<file path="src/pwr_mode_pkg.sv">
// Purpose: Shared constants and types for the power-mode controller
// Assumes: AXI4-Lite register access, 32-bit data
// Notes:   Offsets are byte addresses

package pwr_mode_pkg;

	typedef enum logic [1:0] {
		MODE_SAMPLE,
		MODE_RUN,
		MODE_SLEEP
	} pmode_t;

	localparam logic [7:0] OFF_WAKE_CFG   = 8'h00;
	localparam logic [7:0] OFF_THR_PARAM  = 8'h04;
	localparam logic [7:0] OFF_GAIN_CAL   = 8'h08;
	localparam logic [7:0] OFF_SAMPLE_INTERVAL_COUNT    = 8'h0C;
	localparam logic [7:0] OFF_SLEEP_V    = 8'h10;
	localparam logic [7:0] OFF_NULL_CURR  = 8'h14;
	localparam logic [7:0] OFF_PERSIST    = 8'h18;
	localparam logic [7:0] OFF_CURR_ERR   = 8'h1C;
	localparam logic [7:0] OFF_SD_ERR     = 8'h20;
	localparam logic [7:0] OFF_OWN_DRAIN  = 8'h24;
	localparam logic [7:0] OFF_SD_PCT     = 8'h28;
	localparam logic [7:0] OFF_FCC        = 8'h2C;
	localparam logic [7:0] OFF_STATUS     = 8'h30;
	localparam logic [7:0] OFF_CAPACITY   = 8'h34;
	localparam logic [7:0] OFF_MAX_ERROR  = 8'h38;

	localparam int WAKE_PIN_BIT  = 6;
	localparam int WAKE_BUS_BIT  = 5;
	localparam int WAKE_CURR_BIT = 4;
	localparam int WAKE_VOLT_BIT = 3;

	localparam logic [7:0]  RST_WAKE_CFG  = 8'h78;
	localparam logic [15:0] RST_THR_PARAM = 16'h001B;
	localparam logic [15:0] RST_GAIN_CAL  = 16'h30D4;
	localparam logic [7:0]  RST_SAMPLE_INTERVAL_COUNT   = 8'h10;
	localparam logic [15:0] RST_SLEEP_V   = 16'h1770;
	localparam logic [15:0] RST_NULL_CURR = 16'h000A;
	localparam logic [7:0]  RST_PERSIST   = 8'h02;
	localparam logic [15:0] RST_OWN_DRAIN = 16'h004D;
	localparam logic [7:0]  SAMPLE_INTERVAL_COUNT_MIN   = 8'h02;

	localparam int GAIN_SHIFT = 14;
	localparam int NUM_CELLS  = 4;

	localparam int  PERIOD_MS     = 500;
	localparam int  CLK_KHZ       = 50000;
	localparam int  PERIOD_CYCLES = PERIOD_MS * CLK_KHZ;

	localparam logic [1:0] RESP_OKAY   = 2'b00;
	localparam logic [1:0] RESP_SLVERR = 2'b10;

endpackage

</file>
<file path="src/battery_power_mode_control.sv">
// Purpose: Run/Sample/SLEEP mode control, measurement schedule, charge
//          state and per-period charge accounting
// Assumes: Converter results arrive as signed mA and mV with a valid pulse
// Notes:   Registers on AXI4-Lite; period length is a parameter
//
// How it works
// - Threshold is threshold param times gain cal shifted down by 16384.
// - Run mode entered after two consecutive over-threshold currents.
// - Run exits only to Sample, after two consecutive under-threshold.
// - In Run every period requests current and voltage.
// - One cell input measured per measurement, stepping round the cells.
// - Sample may go to Run or to SLEEP.
// - Sample measures once every sample interval periods, minimum two.
// - Sample still runs calculation and bus service each period.
// - SLEEP only from Sample when top cell voltage below sleep limit.
// - Low voltage with current over threshold does not enter SLEEP.
// - SLEEP exits only to Run on an enabled wake condition.
// - SLEEP stops measuring, calculating, display and bus service.
// - Wake bits 6 pin, 5 bus, 4 current, 3 voltage enable sources.
// - Bits 2:0 select wake voltage from eight fixed levels.
// - Charge-gain only when charge current above floor, else loss.
// - State change after condition persists the persistence count.
// - Self-discharge subtracted in both charge states.
// - Charge change is integral minus drain, self-discharge and errors.
// - Error terms always subtracted and summed into max error.
// - Own drain is a scaled current, typical 77.
//
// Our own choices: the placing of the registers and the AXI4-Lite slave port.

`timescale 1ns/1ps

module battery_power_mode_control
	import pwr_mode_pkg::*;
#(
	parameter int PERIOD_LEN = PERIOD_CYCLES
) (
	// Clock and reset
	input  wire logic               aclk,
	input  wire logic               aresetn,
	// AXI4-Lite slave
	input  wire logic [7:0]         s_axi_awaddr,
	input  wire logic               s_axi_awvalid,
	output logic                    s_axi_awready,
	input  wire logic [31:0]        s_axi_wdata,
	input  wire logic [3:0]         s_axi_wstrb,
	input  wire logic               s_axi_wvalid,
	output logic                    s_axi_wready,
	output logic [1:0]              s_axi_bresp,
	output logic                    s_axi_bvalid,
	input  wire logic               s_axi_bready,
	input  wire logic [7:0]         s_axi_araddr,
	input  wire logic               s_axi_arvalid,
	output logic                    s_axi_arready,
	output logic [31:0]             s_axi_rdata,
	output logic [1:0]              s_axi_rresp,
	output logic                    s_axi_rvalid,
	input  wire logic               s_axi_rready,
	// Measurement front end
	input  wire logic signed [15:0] meas_current,
	input  wire logic [15:0]        meas_voltage,
	input  wire logic               meas_valid,
	output logic                    meas_request,
	output logic [1:0]              cell_select,
	// Wake activity
	input  wire logic               pin_activity,
	input  wire logic               bus_activity,
	// Mode outputs
	output pmode_t                  power_mode,
	output logic                    calc_tick,
	output logic                    bus_service_en,
	output logic                    display_en,
	output logic                    charge_gain_state
);

	logic [7:0]         wake_configuration_r;
	logic [15:0]        thr_param_r, gain_cal_r, sleep_v_r, null_curr_r;
	logic [7:0]         sample_interval_count_r, persist_r;
	logic [15:0]        curr_err_r, sd_err_r, own_drain_r, sd_pct_r;
	logic [15:0]        fcc_r;
	logic [31:0]        capacity_r, max_error_r;
	pmode_t             mode_r;
	logic [31:0]        period_cnt_r;
	logic               period_tick;
	logic [7:0]         samp_cnt_r;
	logic [1:0]         over_cnt_r, under_cnt_r;
	logic [7:0]         persist_cnt_r;
	logic [1:0]         cell_r;
	logic [15:0]        cur_mag;
	logic [15:0]        threshold;
	logic [15:0]        wake_mv;
	logic               over_thr, wake_hit;
	logic               aw_done_r, w_done_r;
	logic [7:0]         aw_addr_r;
	logic [31:0]        w_data_r;
	logic signed [31:0] dq_delta;
	logic [31:0]        err_sum;
	logic [31:0]        sd_loss;

	// Threshold in mA from parameter and gain calibration
	function automatic logic [15:0] scale_thr(input logic [15:0] p,
		input logic [15:0] g);
		logic [31:0] prod;
		prod = 32'(p) * 32'(g);
		return prod[GAIN_SHIFT +: 16];
	endfunction

	function automatic logic [15:0] wake_level(input logic [2:0] sel);
		case (sel)
			3'h0: wake_level = 16'h1900;
			3'h1: wake_level = 16'h1A04;
			3'h2: wake_level = 16'h22B0;
			3'h3: wake_level = 16'h2580;
			3'h4: wake_level = 16'h2706;
			3'h5: wake_level = 16'h2B5C;
			3'h6: wake_level = 16'h3200;
			default: wake_level = 16'h33F4;
		endcase
	endfunction

	assign threshold = scale_thr(thr_param_r, gain_cal_r);
	assign cur_mag   = meas_current[15] ? 16'(-meas_current)
		: 16'(meas_current);
	assign over_thr  = cur_mag > threshold;
	assign wake_mv   = wake_level(wake_configuration_r[2:0]);

	// Any enabled source wakes; voltage compares any valid reading, whatever the cell
	assign wake_hit =
		(wake_configuration_r[WAKE_PIN_BIT] && pin_activity) ||
		(wake_configuration_r[WAKE_BUS_BIT] && bus_activity) ||
		(wake_configuration_r[WAKE_CURR_BIT] && meas_valid && over_thr) ||
		(wake_configuration_r[WAKE_VOLT_BIT] && meas_valid &&
			meas_voltage >= wake_mv);

	// Period timer
	always_ff @(posedge aclk) begin
		if (!aresetn) begin
			period_cnt_r <= 32'h0;
		end else if (period_cnt_r == 32'(PERIOD_LEN - 1)) begin
			period_cnt_r <= 32'h0;
		end else begin
			period_cnt_r <= period_cnt_r + 32'h1;
		end
	end
	assign period_tick = period_cnt_r == 32'(PERIOD_LEN - 1);

	// Sample-interval counter; measure on its wrap
	always_ff @(posedge aclk) begin
		if (!aresetn) begin
			samp_cnt_r <= 8'h0;
		end else if (period_tick) begin
			if (mode_r != MODE_SAMPLE ||
				samp_cnt_r >= sample_interval_count_r - 8'h1) begin
				samp_cnt_r <= 8'h0;
			end else begin
				samp_cnt_r <= samp_cnt_r + 8'h1;
			end
		end
	end

	// Run every period, Sample every interval, SLEEP never
	assign meas_request = period_tick && (mode_r == MODE_RUN ||
		(mode_r == MODE_SAMPLE && samp_cnt_r == 8'h0));
	assign calc_tick      = period_tick && mode_r != MODE_SLEEP;
	assign bus_service_en = mode_r != MODE_SLEEP;
	assign display_en     = mode_r != MODE_SLEEP;
	assign cell_select    = cell_r;
	assign power_mode     = mode_r;

	// One cell per measurement, stepping round
	always_ff @(posedge aclk) begin
		if (!aresetn) begin
			cell_r <= 2'h0;
		end else if (meas_request) begin
			cell_r <= (cell_r == 2'(NUM_CELLS - 1)) ? 2'h0
				: cell_r + 2'h1;
		end
	end

	// Consecutive qualification counters
	always_ff @(posedge aclk) begin
		if (!aresetn || mode_r == MODE_SLEEP) begin
			over_cnt_r  <= 2'h0;
			under_cnt_r <= 2'h0;
		end else if (meas_valid) begin
			over_cnt_r  <= over_thr ? (over_cnt_r == 2'h2 ? 2'h2
				: over_cnt_r + 2'h1) : 2'h0;
			under_cnt_r <= !over_thr ? (under_cnt_r == 2'h2 ? 2'h2
				: under_cnt_r + 2'h1) : 2'h0;
		end
	end

	// Mode machine
	always_ff @(posedge aclk) begin
		if (!aresetn) begin
			mode_r <= MODE_SAMPLE;
		end else begin
			case (mode_r)
				MODE_SAMPLE: begin
					if (meas_valid && over_thr && over_cnt_r == 2'h1) begin
						mode_r <= MODE_RUN;
					end else if (meas_valid && !over_thr &&
						cell_r == 2'h1 && meas_voltage < sleep_v_r) begin
						// Top cell reading only; current gate keeps Run
						mode_r <= MODE_SLEEP;
					end
				end
				MODE_RUN: begin
					if (meas_valid && !over_thr && under_cnt_r == 2'h1) begin
						mode_r <= MODE_SAMPLE;
					end
				end
				MODE_SLEEP: begin
					if (wake_hit) begin
						mode_r <= MODE_RUN;
					end
				end
				default: mode_r <= MODE_SAMPLE;
			endcase
		end
	end

	// Charge-gain / charge-loss persistence
	always_ff @(posedge aclk) begin
		if (!aresetn) begin
			charge_gain_state <= 1'b0;
			persist_cnt_r     <= 8'h0;
		end else if (meas_valid && mode_r != MODE_SLEEP) begin
			if ((meas_current > $signed({1'b0, null_curr_r})) !=
				charge_gain_state) begin
				if (persist_cnt_r + 8'h1 >= persist_r) begin
					charge_gain_state <= !charge_gain_state;
					persist_cnt_r     <= 8'h0;
				end else begin
					persist_cnt_r <= persist_cnt_r + 8'h1;
				end
			end else begin
				persist_cnt_r <= 8'h0;
			end
		end
	end

	// Per-period charge change; drain scaled per period in mA units
	assign sd_loss  = (32'(sd_pct_r) * 32'(fcc_r)) >> 16;
	assign err_sum  = 32'(curr_err_r) + 32'(sd_err_r);
	assign dq_delta = 32'(meas_current) - 32'(own_drain_r)
		- $signed(sd_loss) - $signed(err_sum);

	always_ff @(posedge aclk) begin
		if (!aresetn) begin
			capacity_r  <= 32'h0;
			max_error_r <= 32'h0;
		end else if (calc_tick) begin
			capacity_r  <= capacity_r + 32'(dq_delta);
			max_error_r <= max_error_r + err_sum;
		end
	end

	// AXI4-Lite write: address and data in either order
	assign s_axi_awready = !aw_done_r && !s_axi_bvalid;
	assign s_axi_wready  = !w_done_r && !s_axi_bvalid;
	always_ff @(posedge aclk) begin
		if (!aresetn) begin
			aw_done_r <= 1'b0;
			w_done_r  <= 1'b0;
			aw_addr_r <= 8'h0;
			w_data_r  <= 32'h0;
		end else if (aw_done_r && w_done_r) begin
			aw_done_r <= 1'b0;
			w_done_r  <= 1'b0;
		end else begin
			if (s_axi_awvalid && s_axi_awready) begin
				aw_done_r <= 1'b1;
				aw_addr_r <= s_axi_awaddr;
			end
			if (s_axi_wvalid && s_axi_wready) begin
				w_done_r <= 1'b1;
				w_data_r <= s_axi_wdata;
			end
		end
	end

	// Register writes; strobe bit 0 alone gates the whole register for simplicity
	always_ff @(posedge aclk) begin
		if (!aresetn) begin
			wake_configuration_r <= RST_WAKE_CFG;
			thr_param_r <= RST_THR_PARAM;
			gain_cal_r  <= RST_GAIN_CAL;
			sample_interval_count_r   <= RST_SAMPLE_INTERVAL_COUNT;
			sleep_v_r   <= RST_SLEEP_V;
			null_curr_r <= RST_NULL_CURR;
			persist_r   <= RST_PERSIST;
			curr_err_r  <= 16'h0;
			sd_err_r    <= 16'h0;
			own_drain_r <= RST_OWN_DRAIN;
			sd_pct_r    <= 16'h0;
			fcc_r       <= 16'h0;
		end else if (aw_done_r && w_done_r && s_axi_wstrb[0]) begin
			case (aw_addr_r)
				OFF_WAKE_CFG:  wake_configuration_r <= w_data_r[7:0];
				OFF_THR_PARAM: thr_param_r <= w_data_r[15:0];
				OFF_GAIN_CAL:  gain_cal_r  <= w_data_r[15:0];
				// Below two is raised to two; one would measure every period
				OFF_SAMPLE_INTERVAL_COUNT:   sample_interval_count_r <= (w_data_r[7:0] < SAMPLE_INTERVAL_COUNT_MIN)
					? SAMPLE_INTERVAL_COUNT_MIN : w_data_r[7:0];
				OFF_SLEEP_V:   sleep_v_r   <= w_data_r[15:0];
				OFF_NULL_CURR: null_curr_r <= w_data_r[15:0];
				OFF_PERSIST:   persist_r   <= w_data_r[7:0];
				OFF_CURR_ERR:  curr_err_r  <= w_data_r[15:0];
				OFF_SD_ERR:    sd_err_r    <= w_data_r[15:0];
				OFF_OWN_DRAIN: own_drain_r <= w_data_r[15:0];
				OFF_SD_PCT:    sd_pct_r    <= w_data_r[15:0];
				OFF_FCC:       fcc_r       <= w_data_r[15:0];
				default: ;
			endcase
		end
	end

	function automatic logic known_addr(input logic [7:0] a);
		known_addr = a[1:0] == 2'b00 && a <= OFF_MAX_ERROR;
	endfunction

	always_ff @(posedge aclk) begin
		if (!aresetn) begin
			s_axi_bvalid <= 1'b0;
			s_axi_bresp  <= RESP_OKAY;
		end else if (aw_done_r && w_done_r) begin
			s_axi_bvalid <= 1'b1;
			s_axi_bresp  <= (known_addr(aw_addr_r) &&
				aw_addr_r < OFF_STATUS) ? RESP_OKAY : RESP_SLVERR;
		end else if (s_axi_bready) begin
			s_axi_bvalid <= 1'b0;
		end
	end

	// AXI4-Lite read
	assign s_axi_arready = !s_axi_rvalid;
	always_ff @(posedge aclk) begin
		if (!aresetn) begin
			s_axi_rvalid <= 1'b0;
			s_axi_rdata  <= 32'h0;
			s_axi_rresp  <= RESP_OKAY;
		end else if (s_axi_arvalid && s_axi_arready) begin
			s_axi_rvalid <= 1'b1;
			s_axi_rresp  <= known_addr(s_axi_araddr) ? RESP_OKAY
				: RESP_SLVERR;
			case (s_axi_araddr)
				OFF_WAKE_CFG:  s_axi_rdata <= {24'h0, wake_configuration_r};
				OFF_THR_PARAM: s_axi_rdata <= {16'h0, thr_param_r};
				OFF_GAIN_CAL:  s_axi_rdata <= {16'h0, gain_cal_r};
				OFF_SAMPLE_INTERVAL_COUNT:   s_axi_rdata <= {24'h0, sample_interval_count_r};
				OFF_SLEEP_V:   s_axi_rdata <= {16'h0, sleep_v_r};
				OFF_NULL_CURR: s_axi_rdata <= {16'h0, null_curr_r};
				OFF_PERSIST:   s_axi_rdata <= {24'h0, persist_r};
				OFF_CURR_ERR:  s_axi_rdata <= {16'h0, curr_err_r};
				OFF_SD_ERR:    s_axi_rdata <= {16'h0, sd_err_r};
				OFF_OWN_DRAIN: s_axi_rdata <= {16'h0, own_drain_r};
				OFF_SD_PCT:    s_axi_rdata <= {16'h0, sd_pct_r};
				OFF_FCC:       s_axi_rdata <= {16'h0, fcc_r};
				OFF_STATUS:    s_axi_rdata <= {27'h0, charge_gain_state,
					cell_r, mode_r};
				OFF_CAPACITY:  s_axi_rdata <= capacity_r;
				OFF_MAX_ERROR: s_axi_rdata <= max_error_r;
				default:       s_axi_rdata <= 32'h0;
			endcase
		end else if (s_axi_rready) begin
			s_axi_rvalid <= 1'b0;
		end
	end

	// Assertions
	property p_run_entry;
		@(posedge aclk) disable iff (!aresetn)
		$changed(mode_r) && mode_r == MODE_RUN &&
			$past(mode_r) == MODE_SAMPLE |->
			$past(over_cnt_r) == 2'h1 && $past(over_thr) &&
			$past(meas_valid);
	endproperty
	a_run_entry: assert property (p_run_entry)
		else $error("run entered without two over-threshold results");

	property p_run_exit;
		@(posedge aclk) disable iff (!aresetn)
		$past(mode_r) == MODE_RUN |-> mode_r != MODE_SLEEP;
	endproperty
	a_run_exit: assert property (p_run_exit)
		else $error("run moved directly to sleep");

	property p_sleep_entry;
		@(posedge aclk) disable iff (!aresetn)
		$changed(mode_r) && mode_r == MODE_SLEEP |->
			$past(mode_r) == MODE_SAMPLE && !$past(over_thr) &&
			$past(meas_voltage) < $past(sleep_v_r);
	endproperty
	a_sleep_entry: assert property (p_sleep_entry)
		else $error("sleep entered illegally");

	property p_sleep_exit;
		@(posedge aclk) disable iff (!aresetn)
		$past(mode_r) == MODE_SLEEP && mode_r != MODE_SLEEP |->
			mode_r == MODE_RUN && $past(wake_hit);
	endproperty
	a_sleep_exit: assert property (p_sleep_exit)
		else $error("sleep left without wake");

	property p_sleep_quiet;
		@(posedge aclk) disable iff (!aresetn)
		mode_r == MODE_SLEEP |-> !meas_request && !calc_tick &&
			!bus_service_en && !display_en;
	endproperty
	a_sleep_quiet: assert property (p_sleep_quiet)
		else $error("activity during sleep");

	property p_run_meas;
		@(posedge aclk) disable iff (!aresetn)
		period_tick && mode_r == MODE_RUN |-> meas_request;
	endproperty
	a_run_meas: assert property (p_run_meas)
		else $error("run period without measurement");

	property p_sample_skip;
		@(posedge aclk) disable iff (!aresetn)
		meas_request && mode_r == MODE_SAMPLE |-> samp_cnt_r == 8'h0;
	endproperty
	a_sample_skip: assert property (p_sample_skip)
		else $error("sample measured off interval");

	property p_sample_interval_count_min;
		@(posedge aclk) disable iff (!aresetn)
		sample_interval_count_r >= SAMPLE_INTERVAL_COUNT_MIN;
	endproperty
	a_sample_interval_count_min: assert property (p_sample_interval_count_min)
		else $error("sample interval below two");

	property p_cell_step;
		@(posedge aclk) disable iff (!aresetn)
		meas_request |=> cell_r == $past(cell_r) + 2'h1;
	endproperty
	a_cell_step: assert property (p_cell_step)
		else $error("cell input did not step");

	property p_err_grow;
		@(posedge aclk) disable iff (!aresetn)
		calc_tick |=> max_error_r == $past(max_error_r) + $past(err_sum);
	endproperty
	a_err_grow: assert property (p_err_grow)
		else $error("max error not accumulated");

endmodule

</file>
<file path="config.mk">
export PLATFORM = sky130hd
export DESIGN_NAME = battery_power_mode_control
export DESIGN_NICKNAME = d
export VERILOG_FILES = /design/src/pwr_mode_pkg.sv /design/src/battery_power_mode_control.sv
export SDC_FILE = /design/constraint.sdc
export NUM_CORES = 2
export LEC_CHECK = 0
export ABC_AREA = 0
export BUFFER_PORTS_ARGS = -buffer_cell sky130_fd_sc_hd__buf_2
export CAP_MARGIN = 20
export CORE_MARGIN = 4
export CORE_UTILIZATION = 35
export CTS_BUF_LIST = sky130_fd_sc_hd__clkbuf_8
export CTS_CLUSTER_DIAMETER = 30
export DETAILED_ROUTE_END_ITERATION = 7
export PLACE_DENSITY = 0.5
export SLEW_MARGIN = 10
export SYNTH_ARGS = -nofsm -noshare
export SYNTH_HDL_FRONTEND = slang
export SYNTH_SLANG_ARGS = --single-unit
</file>
<file path="constraint.sdc">
create_clock -name aclk -period 11.9 [get_ports aclk]
set_input_delay 1.785 -clock aclk [delete_from_list [all_inputs] [get_ports aclk]]
set_output_delay 1.785 -clock aclk [all_outputs]
set_load 0.005 [all_outputs]
</file>
== After elaboration in Yosys (flattened, before gate mapping) ==
Index checks and enable logic that the tools add are counted.
Cells by class
  add/sub/neg operators: 14
  multipliers: 2
  magnitude comparators: 10
  equal/unequal tests: 45
  mux-type cells: 23
  bitwise operators: 2
  reductions and logical operators: 67
Operators with widths (count)
  32-bit case mux with 15 select lines: 1
  14-bit case mux with 7 select lines: 1
  8-bit by 6-bit == test with 1-bit output (second input constant): 11
  8-bit by 5-bit == test with 1-bit output (second input constant): 8
  32-bit by 1-bit adder with 32-bit output (second input constant): 1
  32-bit by 17-bit adder with 32-bit output: 1
  32-bit adder: 1
  32-bit by 25-bit == test with 1-bit output (second input constant): 1
  8-bit by 4-bit == test with 1-bit output (second input constant): 4
  16-bit by 16-bit multiplier with 32-bit output: 1
  8-bit 2-to-1 mux: 4
  16-bit by 16-bit multiplier with 30-bit output: 1
  2-bit AND reduction: 14
  1-bit logical AND: 26
  8-bit zero test: 3
  2-bit 2-to-1 mux: 11
  19-bit by 18-bit subtractor with 20-bit output: 1
  18-bit by 17-bit subtractor with 19-bit output: 1
  16-bit by 17-bit subtractor with 18-bit output: 1
  16-bit by 16-bit adder with 17-bit output: 1
  16-bit by 17-bit > comparator with 1-bit output: 1
  8-bit by 1-bit adder with 8-bit output (second input constant): 2
  8-bit by 3-bit == test with 1-bit output (second input constant): 2
  16-bit greater-or-equal comparator: 1
  29 further kinds: 64
Word-level totals
  bits in registers: 353
  input port bits: 94
  output and inout bits: 50
  logic and storage cells: 194

== Logic depth before layout (Yosys ltp) ==
  depth in word-level cells: 10
  mapped depth: 49
  depth with buffers taken out: 47

== Worst setup path after synthesis ==
OpenSTA, ideal clock, no wires.
  path type: flip-flop to flip-flop
  from: register fcc_r[9]
  to: register capacity_r[30]
  library setup time: 0.134 ns
  arrival time: 10.517 ns
  data required time: 11.766 ns
  setup slack: 1.249 ns
  stages on the path, launching flop included: 47
  path buffers: 3
  clock period less this slack: 10.651 ns
  path through: dfxtp_1 > clkbuf_1 > clkbuf_1 > nand2_1 > fa_1 > inv_1 > fa_1 > inv_1 > fa_1 > inv_1 > fa_1 > fa_1 > inv_1 > fa_1 > inv_1 > ha_1 > a211oi_1 > nand2_1 > [11 not listed] > o21a_1 > o31a_1 > o41a_1 > or3_1 > a31o_2 > a211oi_1 > nor2_1 > ha_1 > clkbuf_1 > nand4_1 > nor2_1 > nand2_1 > o31ai_1 > o21ai_0 > o21ai_0 > a31oi_1 > nand4_1 > o221ai_1
On the way
  cells in the longest elaborated chain, start to end: 4
Ends and longest elaborated chain
  start: declaration: line battery_power_mode_control.sv:79  | logic [15:0] fcc_r;
  start signal: assignment: line battery_power_mode_control.sv:312  | OFF_FCC: fcc_r <= w_data_r[15:0];
  16-bit by 16-bit multiplier with 32-bit output: line battery_power_mode_control.sv:243  | assign sd_loss = (32'(sd_pct_r) * 32'(fcc_r)) >> 16;
  18-bit by 17-bit subtractor with 19-bit output: line battery_power_mode_control.sv:246  | - $signed(sd_loss) - $signed(err_sum);
  19-bit by 18-bit subtractor with 20-bit output: line battery_power_mode_control.sv:246
  32-bit adder: line battery_power_mode_control.sv:253  | capacity_r <= capacity_r + 32'(dq_delta);
  end signal: assignment: line battery_power_mode_control.sv:253
  end: declaration: line battery_power_mode_control.sv:80  | logic [31:0] capacity_r, max_error_r;
No other way between the ends.
A chain may end at the register's enable or synchronous reset.

== Final worst setup path ==
  from: register fcc_r[2]
  to: register capacity_r[31]
Same word-level chain as after synthesis.

==> flow_metrics.tcl <==
set metrics [dict create \
    required_ns 12.56 \
    vias_per_cell 5.15 \
    fin_cells 6080 \
    hpwl_um 95800 \
    cts_hold_buf 0 \
    io_buffers 122 \
    path_max_fanout 11 \
    fmax_mhz 88.8 \
    power_mw 3.48 \
    cts_made_buffers 94 \
    status "completed" \
    drc 0 \
    htreeDepth 3 \
    seq_area_frac_synth_pct 18.9 \
    grt-ovfl-total 0 \
    synth-simple-area-share_pct 18.7 \
    vdd_drop_max_mv 0.105 \
    path_common_cell "fa_1" \
    p_leak_nw 19.2 \
    worstMarginPinSlew_ns 1.20 \
    ys_ff_latch 351 \
    synthTopCellsByArea "fa_1 (23%), dfxtp_1 (19%), ha_1 (12%)" \
    drtAntennaViolNets 0 \
    ys_warn_count 0 \
    first_pass_iters 8 \
    syn-cell-area_sq_um 37200 \
    synth_top_cell_by_area "fa_1" \
    worstSetupPathType "reg -> reg" \
    die-width_um 334 \
    finalMaxSlewViolations 0 \
    synth-edff-count 0 \
    synth_fa_ha_area_share_pct 35.1 \
    async_reset_ff_share_pct 0 \
    placed_cell_area_sq_um 39700 \
    finalCritPeriodShare_pct 94.7 \
    drt_wl_total_um 125000 \
    hold_depth 2 \
    synth.area.mux_share_pct 2.05 \
    dr.first_iter.drc_count 2496 \
    drive_gt1_share_pct 10.1 \
    synthCells 4472 \
    grt_antenna_before_repair 18 \
    hold_path.class "reg -> reg" \
    skew_ns 0.0679 \
    clock_sinks 351 \
    fin_util_pct 40.0 \
    dieArea_sq_um 111000 \
    period_minus_slack_ns 11.27 \
    path_clk_slew_ns 0.05 \
    arrival_ns 11.93 \
    yosysMostFrequentCell "nand2_1" \
    place_inst 5893 \
    core_sq_um 105000 \
    insertion_delay_ns 0.74 \
    die_y_um 334 \
    synth_top_area_share_pct 22.7 \
    r2r_cells 44 \
    gp_congestion 0.905 \
    slowest_delay_ns 0.62 \
    fp-row-count 119 \
    synth_top_family_by_area "adder cells" \
    grt_pass1_wl_um 192000 \
    final_nets 5484 \
    syn_avg_cell_area_sq_um 8.31 \
    design_area_sq_um 42200 \
    yosys.area_share.xor_xnor_pct 3.98 \
    slowest_stage "fa_1" \
    ys.flop_type "dfxtp_1" \
    slew_headroom_pct 20.2 \
    synth-compound-area-share_pct 12.6 \
    area_growth_pct 13.4 \
    ioPinCount 144 \
    grt_usage_pct 22.3 \
    startpoint_type "register" \
    ys_top_cells_by_count "nand2_1 (744), inv_1 (627), fa_1 (421)" \
    post_drt_wl_per_cell_um 20.5 \
    ys_types 80 \
    grt_max_degree 117 \
    grt_pass1_vias 31100 \
    tritoncts "yes" \
    setup_viol 0 \
    vias 31300 \
    clock_path_buffers 3 \
    final-hold-violation-count 0 \
    setup_tns_ns 0 \
    cp-end-kind "register" \
    drv_cap 0 \
    clockRootBuffer "clkbuf_8" \
    powerDensity_nw_per_um2 82.4 \
    start_util_pct 35.3 \
]
[cell families (layout without fill, tap and decap cells)]
group / count (synthesis) / count (layout)
simple gates: 1526 / 1526
buf+inv: 850 / 1052
fa+ha+maj: 791 / 791
compound gates: 708 / 708
flops: 351 / 351
xor+xnor: 169 / 169
mux: 76 / 76
other cells: 1 / 16
[layout make-up]
cell class | instances | area (sq um)
Antenna cell | 14 | 35.0
Clock buffer | 113 | 1560
Tap cell | 1391 | 1740
Inverter | 627 | 2360
Timing Repair Buffer | 253 | 1590
Clock inverter | 59 | 851
Sequential cell | 351 | 7030
Fill cell | 11000 | 63300
Multi-Input combinational cell | 3272 | 27000
[metrics by stage]
stage	worst slack [ns]	hold WS, ns
after floorplan	1.25	0.430
after global placement	0.179	0.439
after detailed placement	0.197	0.442
after CTS	0.206	0.449
after global routing	-0.00668	0.464
final	0.634	0.447
[placed cells by master (no fill, tap or decap), types with 57 or more instances in the layout]
cell type,count
o21ai_0,64
xnor2_1,112
nand2_1,743
a21o_1,67
a21oi_1,280
dfxtp_1,347
mux2i_1,76
nand3_1,71
xor2_1,57
clkbuf_8,113
and2_1,207
buf_4,131
inv_1,635
nor2_1,259
fa_1,421
ha_1,369
buf_2,122
[sequential cells by signal, indices dropped and copies added, names as in the netlist, 16 cells and up]
register      count
capacity_r       32
max_error_r      32
period_cnt_r     32
s_axi_rdata      32
curr_err_r       16
fcc_r            16
gain_cal_r       16
null_curr_r      16
own_drain_r      16
sd_err_r         16
sd_pct_r         16
sleep_v_r        16
thr_param_r      16
w_data_r         16
[report_power, final]
part           leakage [nW]  switching (mW)  total (mW)  internal, mW
clock network          1.24           0.711        1.99          1.28
logic                  15.1           0.176       0.276         0.100
registers              2.84          0.0266        1.21          1.19
[per-layer routing]
| metal | wire (um) | GRT usage [%] | up-vias |
|---|---|---|---|
| met3 | 9370 | 4.54 | 163 |
| met2 | 54100 | 34.1 | 925 |
| met1 | 58500 | 32.5 | 15400 |
| met4 | 2910 | 5.11 | 2 |
| li1 | - | - | 14800 |
| met5 | 13 | 0 | - |
[final timing paths]
check,start,to,slack [ns]
worst max-delay path,fcc_r[2],capacity_r[31],0.63
worst min-delay path,aw_addr_r[6],aw_addr_r[6],0.45
worst max register to register,fcc_r[2],capacity_r[31],0.63
worst min register to register,aw_addr_r[6],aw_addr_r[6],0.45
[worst max-delay path: cells and delay by family (launching register included)]
family | cells | cell delay [ns]
buffers and inverters | 8 | 0.85
AO/OA/AOI/OAI | 18 | 3.65
multiplexers | 3 | 0.57
flip-flops | 1 | 0.56
adder cells (fa/ha/maj) | 11 | 4.89
AND/OR/NAND/NOR | 4 | 0.70
[timing repair]
action | CTS | global route
resized for setup | 0 | 14
setup buffers | 0 | 1
setup endpoints to repair | 0 | 10
Power figures use the tool's default switching activity.
